### src/hdl/pix_params.svh
// Constants of the interrupt expansion block: offsets, bit positions, vectors, reset values.
// Assumes inclusion by bare name from the package and the top module.
`ifndef PIX_PARAMS_SVH
`define PIX_PARAMS_SVH
`define PIX_OFF_CTRL       8'h00
`define PIX_OFF_SRC_EN     8'h04
`define PIX_OFF_REQ        8'h08
`define PIX_OFF_VEC        8'h0c
`define PIX_OFF_FLAG       8'h10
`define PIX_OFF_MASK       8'h14
`define PIX_OFF_CORE       8'h18
`define PIX_NUM_SRC        32
`define PIX_NUM_LVL        6
`define PIX_BIT_PP_A       0
`define PIX_BIT_PIN_A      2
`define PIX_BIT_PIN_B      3
`define PIX_BIT_PP_B       16
`define PIX_VEC_RESET      16'h0000
`define PIX_VEC_TRAP       16'h0022
`define PIX_VEC_NMI        16'h0024
`define PIX_VEC_EMU        16'h0026
`define PIX_VEC_PHANTOM    16'h00ff
`define PIX_VEC_EXTRA_BASE 16'h0080
`define PIX_PIN_EN_RST     4'h0
`define PIX_SRC_EN_RST     32'h0000_0000
`define PIX_MASK_RST       6'h00
`define PIX_GDIS_RST       1'b1
`define PIX_RST_PIN_IDLE   1'b1
`endif

### src/hdl/pix_pkg.sv
// Types and source tables of the interrupt expansion block.
// Assumes pix_params.svh is on the include path.
`include "pix_params.svh"
package pix_pkg;
  typedef enum logic [1:0] {PIX_INSTR_SOFT, PIX_INSTR_NMI, PIX_INSTR_TRAP} pix_instr_kind_t;

  typedef struct packed {
    logic            valid;
    pix_instr_kind_t kind;
    logic            emu;
    logic [15:0]     operand;
  } pix_instr_t;

  typedef struct packed {
    logic        valid;
    logic        is_reset;
    logic [15:0] vector;
  } pix_branch_t;

  typedef struct packed {
    logic [3:0]  pin_s1;
    logic [3:0]  pin_s2;
    logic [3:0]  pin_prev;
    logic        rst_s1;
    logic        rst_s2;
    logic [31:0] src_prev;
    logic [3:0]  pin_en;
    logic [31:0] src_en;
    logic [31:0] pend;
    logic [5:0]  lvl;
    logic [15:0] vec;
    logic [5:0]  flag;
    logic [5:0]  mask;
    logic        gdis;
    pix_branch_t br;
    logic [31:0] prdata;
    logic        pslverr;
  } pix_state_t;

  function automatic logic [2:0] pix_src_level(input logic [4:0] idx);
    if (idx <= 5'd11) return 3'd1;
    else if (idx <= 5'd15) return 3'd2;
    else if (idx == 5'd16) return 3'd1;
    else if (idx <= 5'd22) return 3'd2;
    else if (idx <= 5'd24) return 3'd3;
    else if (idx <= 5'd26) return 3'd4;
    else if (idx <= 5'd28) return 3'd5;
    else return 3'd6;
  endfunction

  function automatic logic [15:0] pix_src_vector(input logic [4:0] idx);
    case (idx)
      5'd0:    return 16'h0020;
      5'd1:    return 16'h0004;
      5'd2:    return 16'h0001;
      5'd3:    return 16'h0011;
      5'd4:    return 16'h0005;
      5'd5:    return 16'h0006;
      5'd6:    return 16'h0007;
      5'd7:    return 16'h0040;
      5'd8:    return 16'h0041;
      5'd9:    return 16'h0021;
      5'd10:   return 16'h0022;
      5'd11:   return 16'h0023;
      5'd12:   return 16'h0027;
      5'd13:   return 16'h0028;
      5'd14:   return 16'h0029;
      5'd15:   return 16'h002a;
      5'd16:   return 16'h0019;
      5'd17:   return 16'h0024;
      5'd18:   return 16'h0025;
      5'd19:   return 16'h0026;
      5'd20:   return 16'h002f;
      5'd21:   return 16'h0030;
      5'd22:   return 16'h0031;
      default: return `PIX_VEC_EXTRA_BASE | {11'h000, idx};
    endcase
  endfunction

  function automatic logic pix_addr_ok(input logic [7:0] a);
    return (a == `PIX_OFF_CTRL) || (a == `PIX_OFF_SRC_EN) || (a == `PIX_OFF_REQ) || (a == `PIX_OFF_VEC)
        || (a == `PIX_OFF_FLAG) || (a == `PIX_OFF_MASK) || (a == `PIX_OFF_CORE);
  endfunction
endpackage

### src/hdl/pix_top.sv
// Interrupt expansion unit with core flag, mask and global disable, reset and instruction vectoring.
// Assumes an APB master on clk_i, peripheral requests on clk_i, pins and reset pin asynchronous.
// Operation
// - Reset pre-empts everything at once, bypassing arbitration.
// - After reset all maskable interrupts stay disabled until software enables them.
// - Reset causes are only the reset pin and watchdog expiry.
// - Four pin requests need their own enable and the core mask bit.
// - Peripheral events need their event enable and the core mask bit.
// - Software interrupt branches to operand vector and sets global disable.
// - Non-maskable instruction branches to 24h and sets global disable; no pin.
// - Trap branches to 22h and leaves global disable unchanged.
// - Emulator trap reachable via software interrupt or trap instruction.
// - Peripheral requests grouped onto six core levels.
// - Each source has its own distinct vector value.
// - Reset is highest, non-maskable, vectors to 0000h.
// - Converter interrupt sits on level one, bit 0.1, vector 0004h.
// - Timer one period interrupt sits on level two, bit 0.12, vector 0027h.
//
// The register addresses and the APB register port are this design's own decisions.
`include "pix_params.svh"
`timescale 1ns/1ps
`default_nettype none
module pix_top
  import pix_pkg::*;
(
  input  wire logic        clk_i,
  input  wire logic        arst_n_i,
  input  wire logic        psel_i,
  input  wire logic        penable_i,
  input  wire logic        pwrite_i,
  input  wire logic [7:0]  paddr_i,
  input  wire logic [31:0] pwdata_i,
  output logic             pready_o,
  output logic [31:0]      prdata_o,
  output logic             pslverr_o,
  input  wire logic        rst_pin_n_i,
  input  wire logic        wdog_timeout_i,
  input  wire logic        ext_irq_pin_a_i,
  input  wire logic        ext_irq_pin_b_i,
  input  wire logic        power_protect_irq_a_i,
  input  wire logic        power_protect_irq_b_i,
  input  wire logic [31:0] src_req_i,
  input  wire pix_instr_t  instr_i,
  output pix_branch_t      branch_o,
  output logic [5:0]       core_irq_levels_o,
  output logic [15:0]      expansion_vector_register_o,
  output logic             global_irq_disable_o,
  output logic             irq_o
);
  pix_state_t  s_q;
  pix_state_t  s_d;
  pix_state_t  s_rst;
  logic [31:0] req;
  logic [31:0] rise;
  logic [31:0] eff_en;
  logic [31:0] pend_clr;
  logic [5:0]  lvl_req;
  logic [5:0]  take_set;
  logic [5:0]  ack_hot;
  logic [5:0]  w1c;
  logic [2:0]  ack_lvl;
  logic [4:0]  sel_idx;
  logic        sel_hit;
  logic        rst_evt;
  logic        hw_take;
  logic        acc;
  logic        wr;
  logic        setup;

  function automatic logic [2:0] pix_first_level(input logic [5:0] v);
    logic [2:0] r;
    r = 3'd0;
    for (int k = `PIX_NUM_LVL - 1; k >= 0; k--) begin
      if (v[k]) r = 3'(k + 1);
    end
    return r;
  endfunction

  pix_vec_sel u_sel (
    .pend_i    (s_q.pend),
    .en_i      (eff_en),
    .lvl_i     (ack_lvl),
    .hit_o     (sel_hit),
    .idx_o     (sel_idx),
    .lvl_req_o (lvl_req)
  );

  always_comb begin
    s_rst          = '0;
    s_rst.rst_s1   = `PIX_RST_PIN_IDLE;
    s_rst.rst_s2   = `PIX_RST_PIN_IDLE;
    s_rst.pin_en   = `PIX_PIN_EN_RST;
    s_rst.src_en   = `PIX_SRC_EN_RST;
    s_rst.mask     = `PIX_MASK_RST;
    s_rst.gdis     = `PIX_GDIS_RST;
    s_rst.vec      = `PIX_VEC_PHANTOM;
  end

  always_comb begin
    s_d         = s_q;
    s_d.br      = '0;
    // Two-flop synchronisers, second stage feeds logic
    s_d.pin_s1  = {power_protect_irq_b_i, ext_irq_pin_b_i, ext_irq_pin_a_i, power_protect_irq_a_i};
    s_d.pin_s2  = s_q.pin_s1;
    s_d.pin_prev = s_q.pin_s2;
    s_d.rst_s1  = rst_pin_n_i;
    s_d.rst_s2  = s_q.rst_s1;
    s_d.src_prev = src_req_i;

    rst_evt = !s_q.rst_s2 || wdog_timeout_i;

    req                 = src_req_i;
    req[`PIX_BIT_PP_A]  = s_q.pin_s2[0];
    req[`PIX_BIT_PIN_A] = s_q.pin_s2[1];
    req[`PIX_BIT_PIN_B] = s_q.pin_s2[2];
    req[`PIX_BIT_PP_B]  = s_q.pin_s2[3];
    rise                = req & ~s_q.src_prev;
    rise[`PIX_BIT_PP_A] = s_q.pin_s2[0] & ~s_q.pin_prev[0];
    rise[`PIX_BIT_PIN_A] = s_q.pin_s2[1] & ~s_q.pin_prev[1];
    rise[`PIX_BIT_PIN_B] = s_q.pin_s2[2] & ~s_q.pin_prev[2];
    rise[`PIX_BIT_PP_B] = s_q.pin_s2[3] & ~s_q.pin_prev[3];

    eff_en                 = s_q.src_en;
    eff_en[`PIX_BIT_PP_A]  = s_q.src_en[`PIX_BIT_PP_A] & s_q.pin_en[0];
    eff_en[`PIX_BIT_PIN_A] = s_q.src_en[`PIX_BIT_PIN_A] & s_q.pin_en[1];
    eff_en[`PIX_BIT_PIN_B] = s_q.src_en[`PIX_BIT_PIN_B] & s_q.pin_en[2];
    eff_en[`PIX_BIT_PP_B]  = s_q.src_en[`PIX_BIT_PP_B] & s_q.pin_en[3];

    // Core takes a level only when no instruction and not globally disabled
    hw_take = !instr_i.valid && !s_q.gdis && ((s_q.flag & s_q.mask) != 6'h00);
    ack_lvl = hw_take ? pix_first_level(s_q.flag & s_q.mask) : 3'd0;
    ack_hot = 6'h00;
    pend_clr = 32'h0000_0000;
    if (hw_take) begin
      ack_hot[ack_lvl - 3'd1] = 1'b1;
      if (sel_hit) begin
        pend_clr[sel_idx] = 1'b1;
      end
    end

    // Set wins over clear on pending flags
    s_d.pend = (s_q.pend & ~pend_clr) | (rise & eff_en);
    s_d.lvl  = lvl_req;
    take_set = lvl_req & ~ack_hot;

    acc   = psel_i && penable_i;
    wr    = acc && pwrite_i;
    setup = psel_i && !penable_i;
    w1c   = 6'h00;
    if (wr) begin
      if (paddr_i == `PIX_OFF_CTRL) begin
        s_d.pin_en = pwdata_i[3:0];
      end else if (paddr_i == `PIX_OFF_SRC_EN) begin
        s_d.src_en = pwdata_i;
      end else if (paddr_i == `PIX_OFF_FLAG) begin
        w1c = pwdata_i[5:0];
      end else if (paddr_i == `PIX_OFF_MASK) begin
        s_d.mask = pwdata_i[5:0];
      end else if (paddr_i == `PIX_OFF_CORE) begin
        s_d.gdis = pwdata_i[0];
      end
    end
    s_d.flag = (s_q.flag & ~w1c & ~ack_hot) | take_set;

    if (setup) begin
      s_d.pslverr = !pix_addr_ok(paddr_i);
      if (paddr_i == `PIX_OFF_CTRL) begin
        s_d.prdata = {28'h000_0000, s_q.pin_en};
      end else if (paddr_i == `PIX_OFF_SRC_EN) begin
        s_d.prdata = s_q.src_en;
      end else if (paddr_i == `PIX_OFF_REQ) begin
        s_d.prdata = s_q.pend;
      end else if (paddr_i == `PIX_OFF_VEC) begin
        s_d.prdata = {16'h0000, s_q.vec};
      end else if (paddr_i == `PIX_OFF_FLAG) begin
        s_d.prdata = {26'h000_0000, s_q.flag};
      end else if (paddr_i == `PIX_OFF_MASK) begin
        s_d.prdata = {26'h000_0000, s_q.mask};
      end else if (paddr_i == `PIX_OFF_CORE) begin
        s_d.prdata = {31'h0000_0000, s_q.gdis};
      end else begin
        s_d.prdata = 32'h0000_0000;
      end
    end

    if (instr_i.valid) begin
      s_d.br.valid = 1'b1;
      case (instr_i.kind)
        PIX_INSTR_SOFT: begin
          s_d.br.vector = instr_i.emu ? `PIX_VEC_EMU : instr_i.operand;
          s_d.gdis      = 1'b1;
        end
        PIX_INSTR_NMI: begin
          s_d.br.vector = `PIX_VEC_NMI;
          s_d.gdis      = 1'b1;
        end
        PIX_INSTR_TRAP: begin
          s_d.br.vector = instr_i.emu ? `PIX_VEC_EMU : `PIX_VEC_TRAP;
        end
        default: begin
          s_d.br.valid = 1'b0;
        end
      endcase
    end else if (hw_take) begin
      s_d.br.valid  = 1'b1;
      s_d.br.vector = {12'h000, ack_lvl, 1'b0};
      s_d.gdis      = 1'b1;
      s_d.vec       = sel_hit ? pix_src_vector(sel_idx) : `PIX_VEC_PHANTOM;
    end

    // Reset wins over every other request in the same cycle
    if (rst_evt) begin
      s_d             = s_rst;
      s_d.pin_s1      = {power_protect_irq_b_i, ext_irq_pin_b_i, ext_irq_pin_a_i, power_protect_irq_a_i};
      s_d.pin_s2      = s_q.pin_s1;
      s_d.pin_prev    = s_q.pin_s2;
      s_d.rst_s1      = rst_pin_n_i;
      s_d.rst_s2      = s_q.rst_s1;
      s_d.src_prev    = src_req_i;
      s_d.prdata      = s_q.prdata;
      s_d.pslverr     = s_q.pslverr;
      s_d.br.valid    = 1'b1;
      s_d.br.is_reset = 1'b1;
      s_d.br.vector   = `PIX_VEC_RESET;
    end
  end

  always_ff @(posedge clk_i or negedge arst_n_i) begin
    if (!arst_n_i) begin
      s_q <= '{rst_s1: `PIX_RST_PIN_IDLE, rst_s2: `PIX_RST_PIN_IDLE, pin_en: `PIX_PIN_EN_RST,
               src_en: `PIX_SRC_EN_RST, mask: `PIX_MASK_RST, gdis: `PIX_GDIS_RST,
               vec: `PIX_VEC_PHANTOM, default: '0};
    end else begin
      s_q <= s_d;
    end
  end

  assign pready_o                    = 1'b1;
  assign prdata_o                    = s_q.prdata;
  assign pslverr_o                   = s_q.pslverr && psel_i && penable_i;
  assign branch_o                    = s_q.br;
  assign core_irq_levels_o           = s_q.lvl;
  assign expansion_vector_register_o = s_q.vec;
  assign global_irq_disable_o        = s_q.gdis;
  assign irq_o                       = (s_q.flag & s_q.mask) != 6'h00;

  logic [4:0] chk_idx_q;
  logic       chk_ack_q;
  logic       chk_l1_live;
  // Level one group: sources 0 to 11 and 16
  assign chk_l1_live = (s_q.pend & eff_en & 32'h0001_0fff) != 32'h0000_0000;
  always_ff @(posedge clk_i or negedge arst_n_i) begin
    if (!arst_n_i) begin
      chk_idx_q <= 5'd0;
      chk_ack_q <= 1'b0;
    end else begin
      chk_idx_q <= sel_idx;
      chk_ack_q <= hw_take && sel_hit && !rst_evt;
    end
  end
endmodule
`default_nettype wire

### src/hdl/pix_vec_sel.sv
// Level request builder and per-level source picker.
// Assumes pending and enable vectors from the same clock domain; purely combinational.
`include "pix_params.svh"
`timescale 1ns/1ps
`default_nettype none
module pix_vec_sel
  import pix_pkg::*;
(
  input  wire logic [31:0] pend_i,
  input  wire logic [31:0] en_i,
  input  wire logic [2:0]  lvl_i,
  output logic             hit_o,
  output logic [4:0]       idx_o,
  output logic [5:0]       lvl_req_o
);
  logic [31:0] live;
  logic [2:0]  lv;

  always_comb begin
    live      = pend_i & en_i;
    hit_o     = 1'b0;
    idx_o     = 5'd0;
    lvl_req_o = 6'h00;
    lv        = 3'd0;
    // Lowest index wins inside a level
    for (int i = `PIX_NUM_SRC - 1; i >= 0; i--) begin
      lv = pix_src_level(5'(i));
      if (live[i]) begin
        lvl_req_o[lv - 3'd1] = 1'b1;
        if (lv == lvl_i) begin
          hit_o = 1'b1;
          idx_o = 5'(i);
        end
      end
    end
  end
endmodule
`default_nettype wire
### config.mk
export PLATFORM = sky130hd
export DESIGN_NAME = pix_top
export DESIGN_NICKNAME = d
export VERILOG_FILES = /design/src/hdl/pix_pkg.sv /design/src/hdl/pix_top.sv /design/src/hdl/pix_vec_sel.sv
export VERILOG_INCLUDE_DIRS = /design/src /design/src/hdl
export SDC_FILE = /design/constraint.sdc
export NUM_CORES = 1
export LEC_CHECK = 0
export BUFFER_PORTS_ARGS = -buffer_cell sky130_fd_sc_hd__clkbuf_2
export CAP_MARGIN = 30
export CELL_PAD_IN_SITES_DETAIL_PLACEMENT = 1
export CELL_PAD_IN_SITES_GLOBAL_PLACEMENT = 2
export CORE_UTILIZATION = 35
export CTS_CLUSTER_SIZE = 24
export DETAILED_ROUTE_END_ITERATION = 8
export GPL_TIMING_DRIVEN = 0
export MAX_ROUTING_LAYER = met4
export PLACE_DENSITY_LB_ADDON = 0.08
export SYNTH_ARGS = -nofsm -noshare
export SYNTH_HDL_FRONTEND = slang
export SYNTH_SLANG_ARGS = --single-unit
### constraint.sdc
create_clock -name clk_i -period 4.7 [get_ports clk_i]
set_clock_uncertainty 0.05 [all_clocks]
set_input_delay 0.235 -clock clk_i [delete_from_list [all_inputs] [get_ports clk_i]]
set_output_delay 0.235 -clock clk_i [all_outputs]
set_load 0.02 [all_outputs]
Yosys cells after proc, flatten, opt, wreduce, memory -nomap -nowiden
Index checks and enable logic that the tools add are counted.
{"block": "totals", "word_cells": 469, "ramBits": 0, "latch_bits": 0, "out_inout_bits": 76, "ff_bits": 200, "memories": 0, "inputBits": 103, "mem_bits_ro": 0}
{"block": "classes", "addsub": 1, "n_eq_ne": 40, "order_cmp": 4, "n_bitwise": 27, "n_shift": 0, "n_div": 0, "mul": 0, "muxes": 341, "n_reduce_logical": 37}
{"operator": "$mux 32", "n": 42}
{"operator": "$mux 5", "n": 98}
{"operator": "$pmux 8 s23", "n": 1}
{"operator": "$mux 16", "n": 10}
{"operator": "$mux 154", "n": 1}
{"operator": "$and 32x32->32", "n": 4}
{"operator": "$mux 1", "n": 127}
{"operator": "$mux 6", "n": 19}
{"operator": "$mux 7", "n": 10}
{"operator": "$not 32->32", "n": 2}
{"operator": "$pmux 16 s3", "n": 1}
{"operator": "$eq 5x4->1 const B", "n": 8}
{"operator": "$mux 36", "n": 1}
{"operator": "$eq 5x5->1 const B", "n": 7}
{"operator": "$mux 33", "n": 1}
{"operator": "$or 32x32->32", "n": 1}
{"operator": "$mux 3", "n": 10}
{"operator": "$mux 2", "n": 13}
{"operator": "$and 6x6->6", "n": 4}
{"operator": "$eq 8x5->1 const B", "n": 3}
{"operator": "$eq 5x3->1 const B", "n": 4}
{"operator": "$mux 4", "n": 5}
{"operator": "$eq 8x4->1 const B", "n": 2}
{"operator": "$not 6->6", "n": 2}
{"operator": "33 further kinds", "n": 74}

Depth between registers and ports, before layout
Gate-level depths: netlist of the first run.
{"block": "logic_depth", "ltp_word": 116, "mapped_depth": 17, "mapped_depth_nobuf": 16}

Hierarchy
From an unflattened synthesis of the first run, not the netlist that was laid out.
{"block": "unflattened", "cells_unflattened": 996, "area_unflattened_um2": 9557.9}
{"mod": "pix_top", "area_each_um2": 8783.4, "seq_area_each_um2": 4718.3, "cells_per_inst": 871, "instances": 1}
{"mod": "pix_vec_sel", "area_each_um2": 774.5, "seq_area_each_um2": 0.0, "cells_per_inst": 125, "instances": 1}

Least setup slack after synthesis of the first run
Ideal clock, no wire load.
{"block": "synth_timing", "path_type": "flip-flop to flip-flop", "start": "reg s_q[61] (netlist bit)", "end": "reg s_q (netlist bit expansion_vector_register_o[2])", "path_stages_with_launch": 16, "setup_time_ns": 0.062, "t_arrival_ns": 3.618, "t_required_ns": 4.588, "n_path_buf": 1, "setup_slack_ns": 0.970, "period_less_slack_ns": 3.730, "path_cell_list": "dfrtp_1 > a222oi_1 > nand3b_1 > and2_1 > nand3_1 > inv_1 > ha_1 > inv_1 > a21oi_1 > o21a_1 > or2_1 > buf_4 > or3_4 > a211o_1 > o31ai_1 > o32a_1"}
{"block": "synth_via", "elab_cells_between_ends": 239, "cone_classes": "eq/ne: 28; mux: 205; bitwise: 1; reduce/logical: 5"}
{"item": "from (decl)", "line_no": "pix_top.sv:50", "rtl": "pix_state_t s_q;"}
{"item": "from (signal assigned)", "line_no": "pix_top.sv:230", "rtl": "s_q <= '{rst_s1: `PIX_RST_PIN_IDLE, rst_s2: `PIX_RST_PIN_IDLE, pin_en: `PIX_PIN_EN_RST,"}
{"item": "$and 6x6->6 *"}
{"item": "$reduce_bool 6->1 *"}
{"item": "named net irq_o", "line_no": "pix_top.sv:48", "rtl": "output logic irq_o"}
{"item": "$logic_and 1x1->1 *", "line_no": "pix_top.sv:130", "rtl": "hw_take = !instr_i.valid && !s_q.gdis && ((s_q.flag & s_q.mask) != 6'h00);"}
{"item": "$mux 3", "line_no": "pix_top.sv:131", "rtl": "ack_lvl = hw_take ? pix_first_level(s_q.flag & s_q.mask) : 3'd0;"}
{"item": "$eq 3x3->1", "line_no": "pix_vec_sel.sv:30", "rtl": "if (lv == lvl_i) begin"}
{"item": "$mux 5", "line_no": "pix_vec_sel.sv:30"}
{"item": "$mux 5 (2 in a row)", "line_no": "pix_vec_sel.sv:28", "rtl": "if (live[i]) begin"}
{"item": "[93 not listed]"}
{"item": "$eq 5x5->1 (tied with other cells)", "line_no": "pix_pkg.sv:52", "rtl": "case (idx)"}
{"item": "$pmux 8 s23", "line_no": "pix_pkg.sv:52"}
{"item": "$mux 16", "line_no": "pix_top.sv:204", "rtl": "end else if (hw_take) begin"}
{"item": "$mux 16", "line_no": "pix_top.sv:186", "rtl": "if (instr_i.valid) begin"}
{"item": "$mux 16 (no line)"}
{"item": "$mux 16", "line_no": "pix_top.sv:204"}
{"item": "$mux 16 (2 in a row)", "line_no": "pix_top.sv:186"}
{"item": "$mux 154", "line_no": "pix_top.sv:212", "rtl": "if (rst_evt) begin"}
The timed path passes the listed nets; every way through them passes the cells marked *. The select of a mux whose other input is x is not followed.
A chain may end at the register's enable or synchronous reset.

==> results of run 1 <==
==> power breakdown <==
group          total, W  leakage, nW  switching, W  internal, W
sequential      0.00173         2.42     0.0000373      0.00169
clock           0.00144        0.280      0.000728     0.000711
combinational  0.000477         2.58      0.000252     0.000224
total           0.00365         5.27       0.00102      0.00263
==> cell usage in the layout (no fill, tap or decap), drive strengths merged, types with 3 or more instances in the layout <==
master / Yosys / routed
nor3: 16 / 16
dlygate4sd3: 0 / 75
nor2: 66 / 66
o31ai: 4 / 4
nand3: 20 / 20
o32a: 3 / 3
a221oi: 3 / 3
inv: 11 / 19
a21oi: 87 / 87
a22oi: 34 / 34
nand4: 4 / 4
o21bai: 4 / 4
mux2i: 13 / 13
a222oi: 8 / 8
nor4: 3 / 3
a31oi: 18 / 18
buf: 83 / 85
clkbuf: 27 / 209
mux4: 3 / 3
clkinv: 1 / 6
o211ai: 6 / 6
and3: 12 / 12
o21ai: 58 / 58
dfstp: 11 / 11
dfrtp: 177 / 177
conb: 2 / 9
nand3b: 32 / 32
o21a: 6 / 6
nand4b: 5 / 5
ha: 10 / 10
and2: 20 / 20
a22o: 37 / 37
nand2: 73 / 73
==> worst register-to-register path, stage by stage, from the launching register on <==
cell	delay, ns
dfrtp_1	0.44
a22o_1	0.31
nand3b_1	0.19
and2_1	0.34
nand3_1	0.29
inv_1	0.15
ha_1	0.35
nand2_1	0.11
a221o_1	0.30
a311o_1	0.45
a31oi_4	0.27
buf_2	0.29
nand2_2	0.26
o21ai_0	0.27
a21oi_1	0.10
==> cells by family (layout without fill, tap and decap cells) <==
logic type                 Yosys count  count (layout)  synth area share, %
other                                2               9               0.0822
AOI/OAI and AO/OA                  290             290                 21.3
DFF                                188             188                 51.7
xor gates and xnor gates             2               2                0.192
and+or+nand+nor                    263             263                 14.8
buffers and inverters              122             395                 8.36
adders and majority gates           10              10                 1.37
muxes                               17              17                 2.29
==> worst max path at each step <==
stage	cells after the start	endpoint	slack (ns)
after floorplan	15	expansion_vector_register_o[2]	0.97
after global placement	1	eff_en[19]	-0.41
after detailed placement	15	expansion_vector_register_o[5]	-0.24
after CTS	15	expansion_vector_register_o[5]	0.07
after global routing	15	s_q[98]	0.05
final	14	s_q[116]	0.39
==> metal layers <==
layer / vias up / global-route usage, %
li1: 3738 / -
met3: 22 / 3.15
met5: - / -
met1: 4078 / 32.1
met2: 189 / 40.2
met4: 0 / 5.35
==> registers in the layout (all words and copies together) (netlist names) <==
register / flops
req: 4
s_q: 91
branch_o: 18
global_irq_disable_o: 1
expansion_vector_register_o: 8
eff_en: 28
core_irq_levels_o: 6
prdata_o: 32
==> through the flow <==
step	total power [W]	TNS (ns)
floorplan	0.00201	0
global placement	0.00219	-70.38
CTS	0.00369	0
global route	0.00380	0
finish	0.00365	0
detailed placement	0.00220	-1.79
==> cell type report <==
class                      instances  share of cell area, %
buffer                           110                   6.10
clock buffer                      18                   3.65
multi-input combinational        591                   31.3
clock inverter                    14                   1.25
tap                              330                   3.51
inverter                          12                  0.383
timing repair buffer             241                   13.7
sequential                       188                   40.1
==> repair_timing <==
item | CTS | global route
endpoints found under the setup margin | 17 | 17
hold buffers | 75 | 0
pin swaps | 1 | 0
endpoints found under the hold margin | 157 | 0
resized for setup | 0 | 3
buffers inserted | 1 | 0
==> results by stage, run 1 <==
Run status:
- The run finished with clean final reports.

Yosys:
- For this run, the leading register cell type out of synthesis is dfrtp_1.
- The share of flip-flops with an asynchronous set or reset after synthesis is 100%.
- The leading cell type by number of instances after synthesis is dfrtp_1.
- Summed over its instances, the top area cell type makes up 48.5% of the synthesized netlist area.
- By area the synthesized netlist is led by dfrtp_1, buf_4, a21oi_1.
- A synthesized cell averages 10.2 µm².
- Yosys mapped a number of flops with a built-in enable equal to 0.
- During synthesis, Yosys emitted a total of 0 warnings.
- The netlist area before placement is 0.00913 mm².
- Synthesis produced 894 cells.
- The library cell occupying the most area in the post-synthesis netlist is dfrtp_1.
- The share of the Yosys chip area taken by registers is 51.7%.
- Counting distinct cell types in the post-synthesis netlist gives 75.
- In the synthesized netlist, the cells that appear most often are dfrtp_1, a21oi_1, buf_4.
- The number of synthesized register bits is 188.

Routing:
- The length of routed wiring on met1 is 13900 µm.
- The routed design uses 15300 µm of met2 wire.
- The remaining antenna violation count is 0.
- The final routed wirelength across all metal layers is 30700 µm.
- The mean routed wirelength per cell is 20.4 µm.
- After detailed routing, the met3 layer carries 1260 µm of wire.
- The via count is 8027.
- Routed signal wires occupy layers up through met4.
- For this block, the initial DRC count from the detailed router was 490.
- The post-route DRC violation count is 0.
- After detailed routing, the number of vias per cell comes to 5.34.
- Before antenna repair, the detailed router went through 5 iterations.

Global route:
- The wire length of the first global-routing pass is 47400 µm.
- The pin count of the biggest net entering global routing is 109.
- After global routing the overflow that remains totals 0.
- The number of antenna violations at the first check in global routing is 0.
- The via count of the first global-routing pass was 8163.
- Across every metal layer, demand over resource in global routing totals 24.4%.

Placed design:
- The global placer's final weighted congestion is 0.889.
- The detailed placer's ending HPWL is 22200 µm.
- The standard cell area after detailed placement is 0.0104 mm².
- Before CTS, the worst setup slack after placement is -0.238 ns.
- The count of input and output buffers is 164.
- After detailed placement, the design holds a cell count of 1396.

Worst setup path:
- For this run, the slowest stage of the critical path takes 0.45 ns.
- Walking the worst path, the cells encountered are a22o_1, nand3b_1, and2_1, nand3_1, inv_1, ha_1, nand2_1, a221o_1, a311o_1, a31oi_4, buf_2, nand2_2, o21ai_0, a21oi_1.
- The element type at the critical path start is a flip-flop.
- The critical path startpoint is s_q[53].
- In this run the critical register-to-register path is launched from s_q[53].
- The largest individual stage delay along the critical path comes from the cell a311o_1.
- The depth of the most critical reg-to-reg path is 14.
- The top fanout value on the critical path is 10.
- The endpoint identified for the worst register-to-register timing path is s_q[116].
- Together, buffers and inverters on the worst path number 2.
- The required time of the worst setup path is 4.94 ns.
- The family with the most delay on the worst path is compound AO/OA/AOI/OAI gates.
- The setup slack of the most critical reg-to-reg path is 0.39 ns.
- At the worst endpoint, the arrival time is 4.55 ns.
- STA classifies the critical path endpoint as a flip-flop.
- By startpoint and endpoint, the worst setup path is classified as flip-flop to flip-flop.

STA:
- Setup repair after global routing left no endpoint under its margin.
- The slew at the pin closest to its max-slew limit is 0.941 ns.
- For this run, the top clock speed supported by timing is 232 MHz.
- The post-route clock period utilization is 91.7%.
- Setup slack on the critical path of the routed design comes to 0.388 ns.
- The final count of pins violating max slew is 0.
- The minimum hold slack is 0.0353 ns.
- The minimum clock period is 4.31 ns.
- In this run the tightest slew margin relative to its limit is 36.9%.
- Setup violations remaining at the end of the flow were counted as 0.
- The number of hold violations in the final report came to 0.

Cells and area:
- The footprint of the multi-input gates is 0.00368 mm².
- The post-layout instance area is 0.0118 mm².
- The sequential cell area is 0.00472 mm².
- Leaving out filler cells and counting taps, the final layout contains 1504.
- After the last flow step, the layout net total stands at 1274.
- Cells with a size suffix above 1 make up 26.6% of the layout.
- The layout has 2911 filler cells.
- The diode insertion count for antenna repair is 0.
- From synthesis to final layout, the design area changed by 28.9%.
- The share of the core filled with cells is 46.3%.

Power and ir drop:
- Power spread over the standard cell area amounts to 310 mW/mm².
- The leakage power is 5.27 nW.
- The largest vdd supply drop is 0.188 mV.

Worst hold path:
- The worst min-delay path category is input port to flip-flop.
- The startpoint of the tightest hold check path is pwdata_i[5].
- The end point of the most critical hold path is s_q[57].
- The number of cells on the worst hold path is 3.

Job:
- The number of max-capacitance violations reported is 0.

Clock tree:
- For this design, the sink count on the clock tree is 188.
- CTS placed an instance of clkbuf_16 at the clock tree root.
- The CTS tree is built.
- The number of buffers created by CTS is 17.
- No sink is reached through more buffers than the 2 on the longest clock path.
- The number of H-tree levels is 4.
- The later-pin clock latency in the skew report is 0.45 ns.
- The clock transition at the registers of the reported paths is 0.08 ns.

Floorplanning:
- In this run the vertical extent of the chip is 164 µm.
- The floorplan step defined a core boundary enclosing 0.0254 mm².
- In this run the count of I/O pins placed on the die edge is 179.
- The die boundary width is 164 µm.
- The initial core utilization is 36.0%.
- The die covers 0.0267 mm².
- The initialized floorplan defines 58 standard-cell rows.
Note: power is estimated with default switching activity, not from simulation.
==> inputs of run 2 (changes only) <==
CORE_UTILIZATION = 31   (was 35)
clock period = 3.6 ns   (was 4.7 ns; I/O delays follow)
==> run 2 against run 1 <==
  * Sequential share of layout area decreased by 1.7 points
  * Hold slack worse by 0.0088 ns
  * First-iteration DRC count shrank 17%
  * Critical path depth rose by 1
  * Global-route usage decreased by 2.2 points
  * Worst setup slack got worse by 0.31 ns
  * Final area grew 4.4%
  * Critical path type unchanged
  * Critical endpoint is now expansion_vector_register_o[5]
  * Largest cell class unchanged
==> results by stage, run 2 (synthesis gave the netlist of run 1 again) <==
Cells and area:
- The area growth from synthesis to layout is 34.5%.
- The total of fill cells in the finished design is 3299.
- The diode insertion count for antenna repair is 0.
- Cells with a size suffix above 1 make up 31.4% of the layout.
- The commonest non-fill, non-tap cell in the layout is dfrtp_1.
- For this run, the post-layout net count is 1301.
- Counting flops per register, the top entry is s_q.
- The register with the most flip-flops in the layout has 91 of them.
- The share of the core filled with cells is 42.6%.
- In the layout the commonest cells are dfrtp_1, clkbuf_2, buf_4.

Clock tree:
- The number of clock sinks seen by CTS is 188.
- Clock-pin slew was measured on the worst setup and hold paths at 0.08 ns.
- CTS placed an instance of clkbuf_16 at the clock tree root.
- The number of buffers created by CTS is 17.
- TritonCTS built the clock tree.
- The H-tree was split into 4 levels.
- The number of buffers between clock root and the deepest sink is 2.
- The later-pin clock latency in the skew report is 0.44 ns.

Worst setup path:
- The required time of the worst setup path is 3.92 ns.
- On the critical path, the stage with the largest delay is an instance of dfrtp_1.
- STA classifies the critical path startpoint as a flip-flop.
- The top fanout value on the critical path is 8.
- The peak per-stage delay on the critical path is 0.42 ns.
- The critical path goes through a222oi_1, buf_4, nand3b_1, and2_4, nand3_4, ha_4, o31ai_2, a21oi_2, or2_1, buf_4, o21a_4, nand2_2, a31oi_2, nand3_2, o32a_1.
- The worst setup path is captured at a flip-flop.
- The most numerous cell on the critical path is buf_4.
- At the worst endpoint, the arrival time is 3.84 ns.
- The startpoint-to-endpoint class of the critical path is flip-flop to flip-flop.

Routing:
- The starting DRC count in detailed routing is 409.
- The routed design uses 1140 µm of met3 wire.
- Dividing the detail-routed via count by the number of cells gives 5.14.
- The number of search-and-repair iterations in the first detailed-routing pass is 5.
- The met2 wire length is 15500 µm.
- The length of routed wiring on met1 is 15100 µm.
- The post-route DRC violation count is 0.
- The via count is 8142.
- The mean routed wirelength per cell is 20.3 µm.
- The top metal layer carrying routed signals is met4.
- The detail route stage leaves a number of antenna-violating nets equal to 0.
- The final routed wirelength across all metal layers is 32200 µm.

STA:
- For the pin with the worst max-slew slack, the measured transition is 0.984 ns.
- Setup repair after global routing could not meet its margin everywhere.
- The number of hold violations in the final report is 0.
- Setup violations remaining at the end of the flow were counted as 0.
- The minimum clock period is 3.52 ns.
- The final count of pins violating max slew came to 0.
- The worst path uses 97.9% of the clock period.
- Headroom to the max-slew limit came out at 34.1%.
- The upper clock frequency limit is 284 MHz.

Global route:
- The number of antenna violations at the first check in global routing is 0.
- After global routing the overflow that remains totals 0.
- Across every metal layer, demand over resource in global routing totals 22.3%.
- The via count of the first global-routing pass is 8387.
- The first global-routing pass estimated 49700 µm of wire.
- Entering global routing, the biggest net connects 96 pins.

Floorplanning:
- The die is 174 µm tall.
- The die covers 0.0302 mm².
- The initial core utilization is 31.6%.
- Pin placement for this block handled 179 I/O pins.
- The placement row count is 62.
- The total area inside the core boundary comes to 0.0289 mm².
- The die boundary width is 174 µm.

Power and ir drop:
- Net switching is 27.6% of the power.
- Sequential cells account for 47.5% of the total power.
- The worst-case IR drop observed on VDD is 0.271 mV.
- The total power of the final layout is 0.00475 W.
- The combinational share of power is 13.1%.
- The total net switching power is 0.00131 W.
- The leakage power is 5.43 nW.
- The power per unit of standard cell area is 387 mW/mm².
- The clock network power share is 39.3%.
- The internal power of the cells is 0.00344 W.

Job:
- The tool flagged a number of max-cap violations equal to 0.

Placed design:
- The count of input and output buffers is 164.
- The global placer's final weighted congestion is 0.856.
- Summed over all nets, the half-perimeter wirelength after detailed placement is 23000 µm.

Worst hold path:
- The worst min-delay path category is input port to flip-flop.

Run status:
- The run finished with clean final reports.
-- run 2: what timing repair did --
item,CTS,global route
gates cloned,0,0
pin swaps,6,20
endpoints found under the setup margin,39,39
hold buffers,79,0
endpoints found under the hold margin,197,0
resized for setup,17,56
setup buffers,14,11
-- run 2: area by class of cell --
class                   instances  area, µm²  share of cell area, %
clock inverters                13        125                   1.02
multi-input cells             591       3910                   31.8
repair buffers                268       1830                   14.9
inverters                      12       47.5                  0.387
clock buffers                  18        439                   3.57
flip-flops and latches        188       4720                   38.4
plain buffers                 110        737                   6.00
well taps                     384        480                   3.91
-- run 2: power by group through the flow --
stage | Clock [W] | Sequential (W) | Combinational [W]
after floorplan | 0 | 0.00228 | 0.000337
after global placement | 0 | 0.00230 | 0.000558
after detailed placement | 0 | 0.00230 | 0.000568
after CTS | 0.00192 | 0.00226 | 0.000637
after global routing | 0.00200 | 0.00227 | 0.000686
final | 0.00187 | 0.00226 | 0.000625
-- run 2: per-layer routing --
layer,up-vias,global-route usage [%]
met5,-,-
met4,0,5.04
met3,25,3.22
met2,201,35.2
met1,4134,30.2
li1,3782,-
-- run 2: worst max-delay path, delay by kind of cell (launching register included) --
family,cells,cell delay [ns]
DFF,1,0.42
buffers and inverters,2,0.35
AOI/OAI and AO/OA,6,1.56
and+or+nand+nor,6,0.82
adders and majority gates,1,0.23
-- run 2: worst paths after layout --
path / slack [ns] / cells past startpoint / startpoint / endpoint
min in group asynchronous: 0.29 / 2 / arst_n_i / prdata_o[3]
min: 0.03 / 3 / pwdata_i[3] / s_q[55]
max: 0.08 / 15 / s_q[55] / expansion_vector_register_o[5]
min reg2reg: 0.30 / 0 / s_q[197] / req[2]
max reg2reg: 0.08 / 15 / s_q[55] / expansion_vector_register_o[5]
max in group asynchronous: 2.22 / 3 / arst_n_i / s_q[103]
-- run 2: metrics by stage --
step           setup WS (ns)  instances  setup TNS (ns)  instance area (µm²)  hold slack (ns)
6_report              0.0756       1584               0                12300           0.0265
5_1_grt               -0.111       1584           -1.30                12300           0.0390
2_1_floorplan      -0.000489        901       -0.000489                 9190           -0.166
4_1_cts             -0.00488       1574        -0.00488                12100          0.00934
3_5_place_dp           -1.11       1450          -32.39                10500            0.221
3_3_place_gp           -1.56       1449         -306.24                10500            0.228
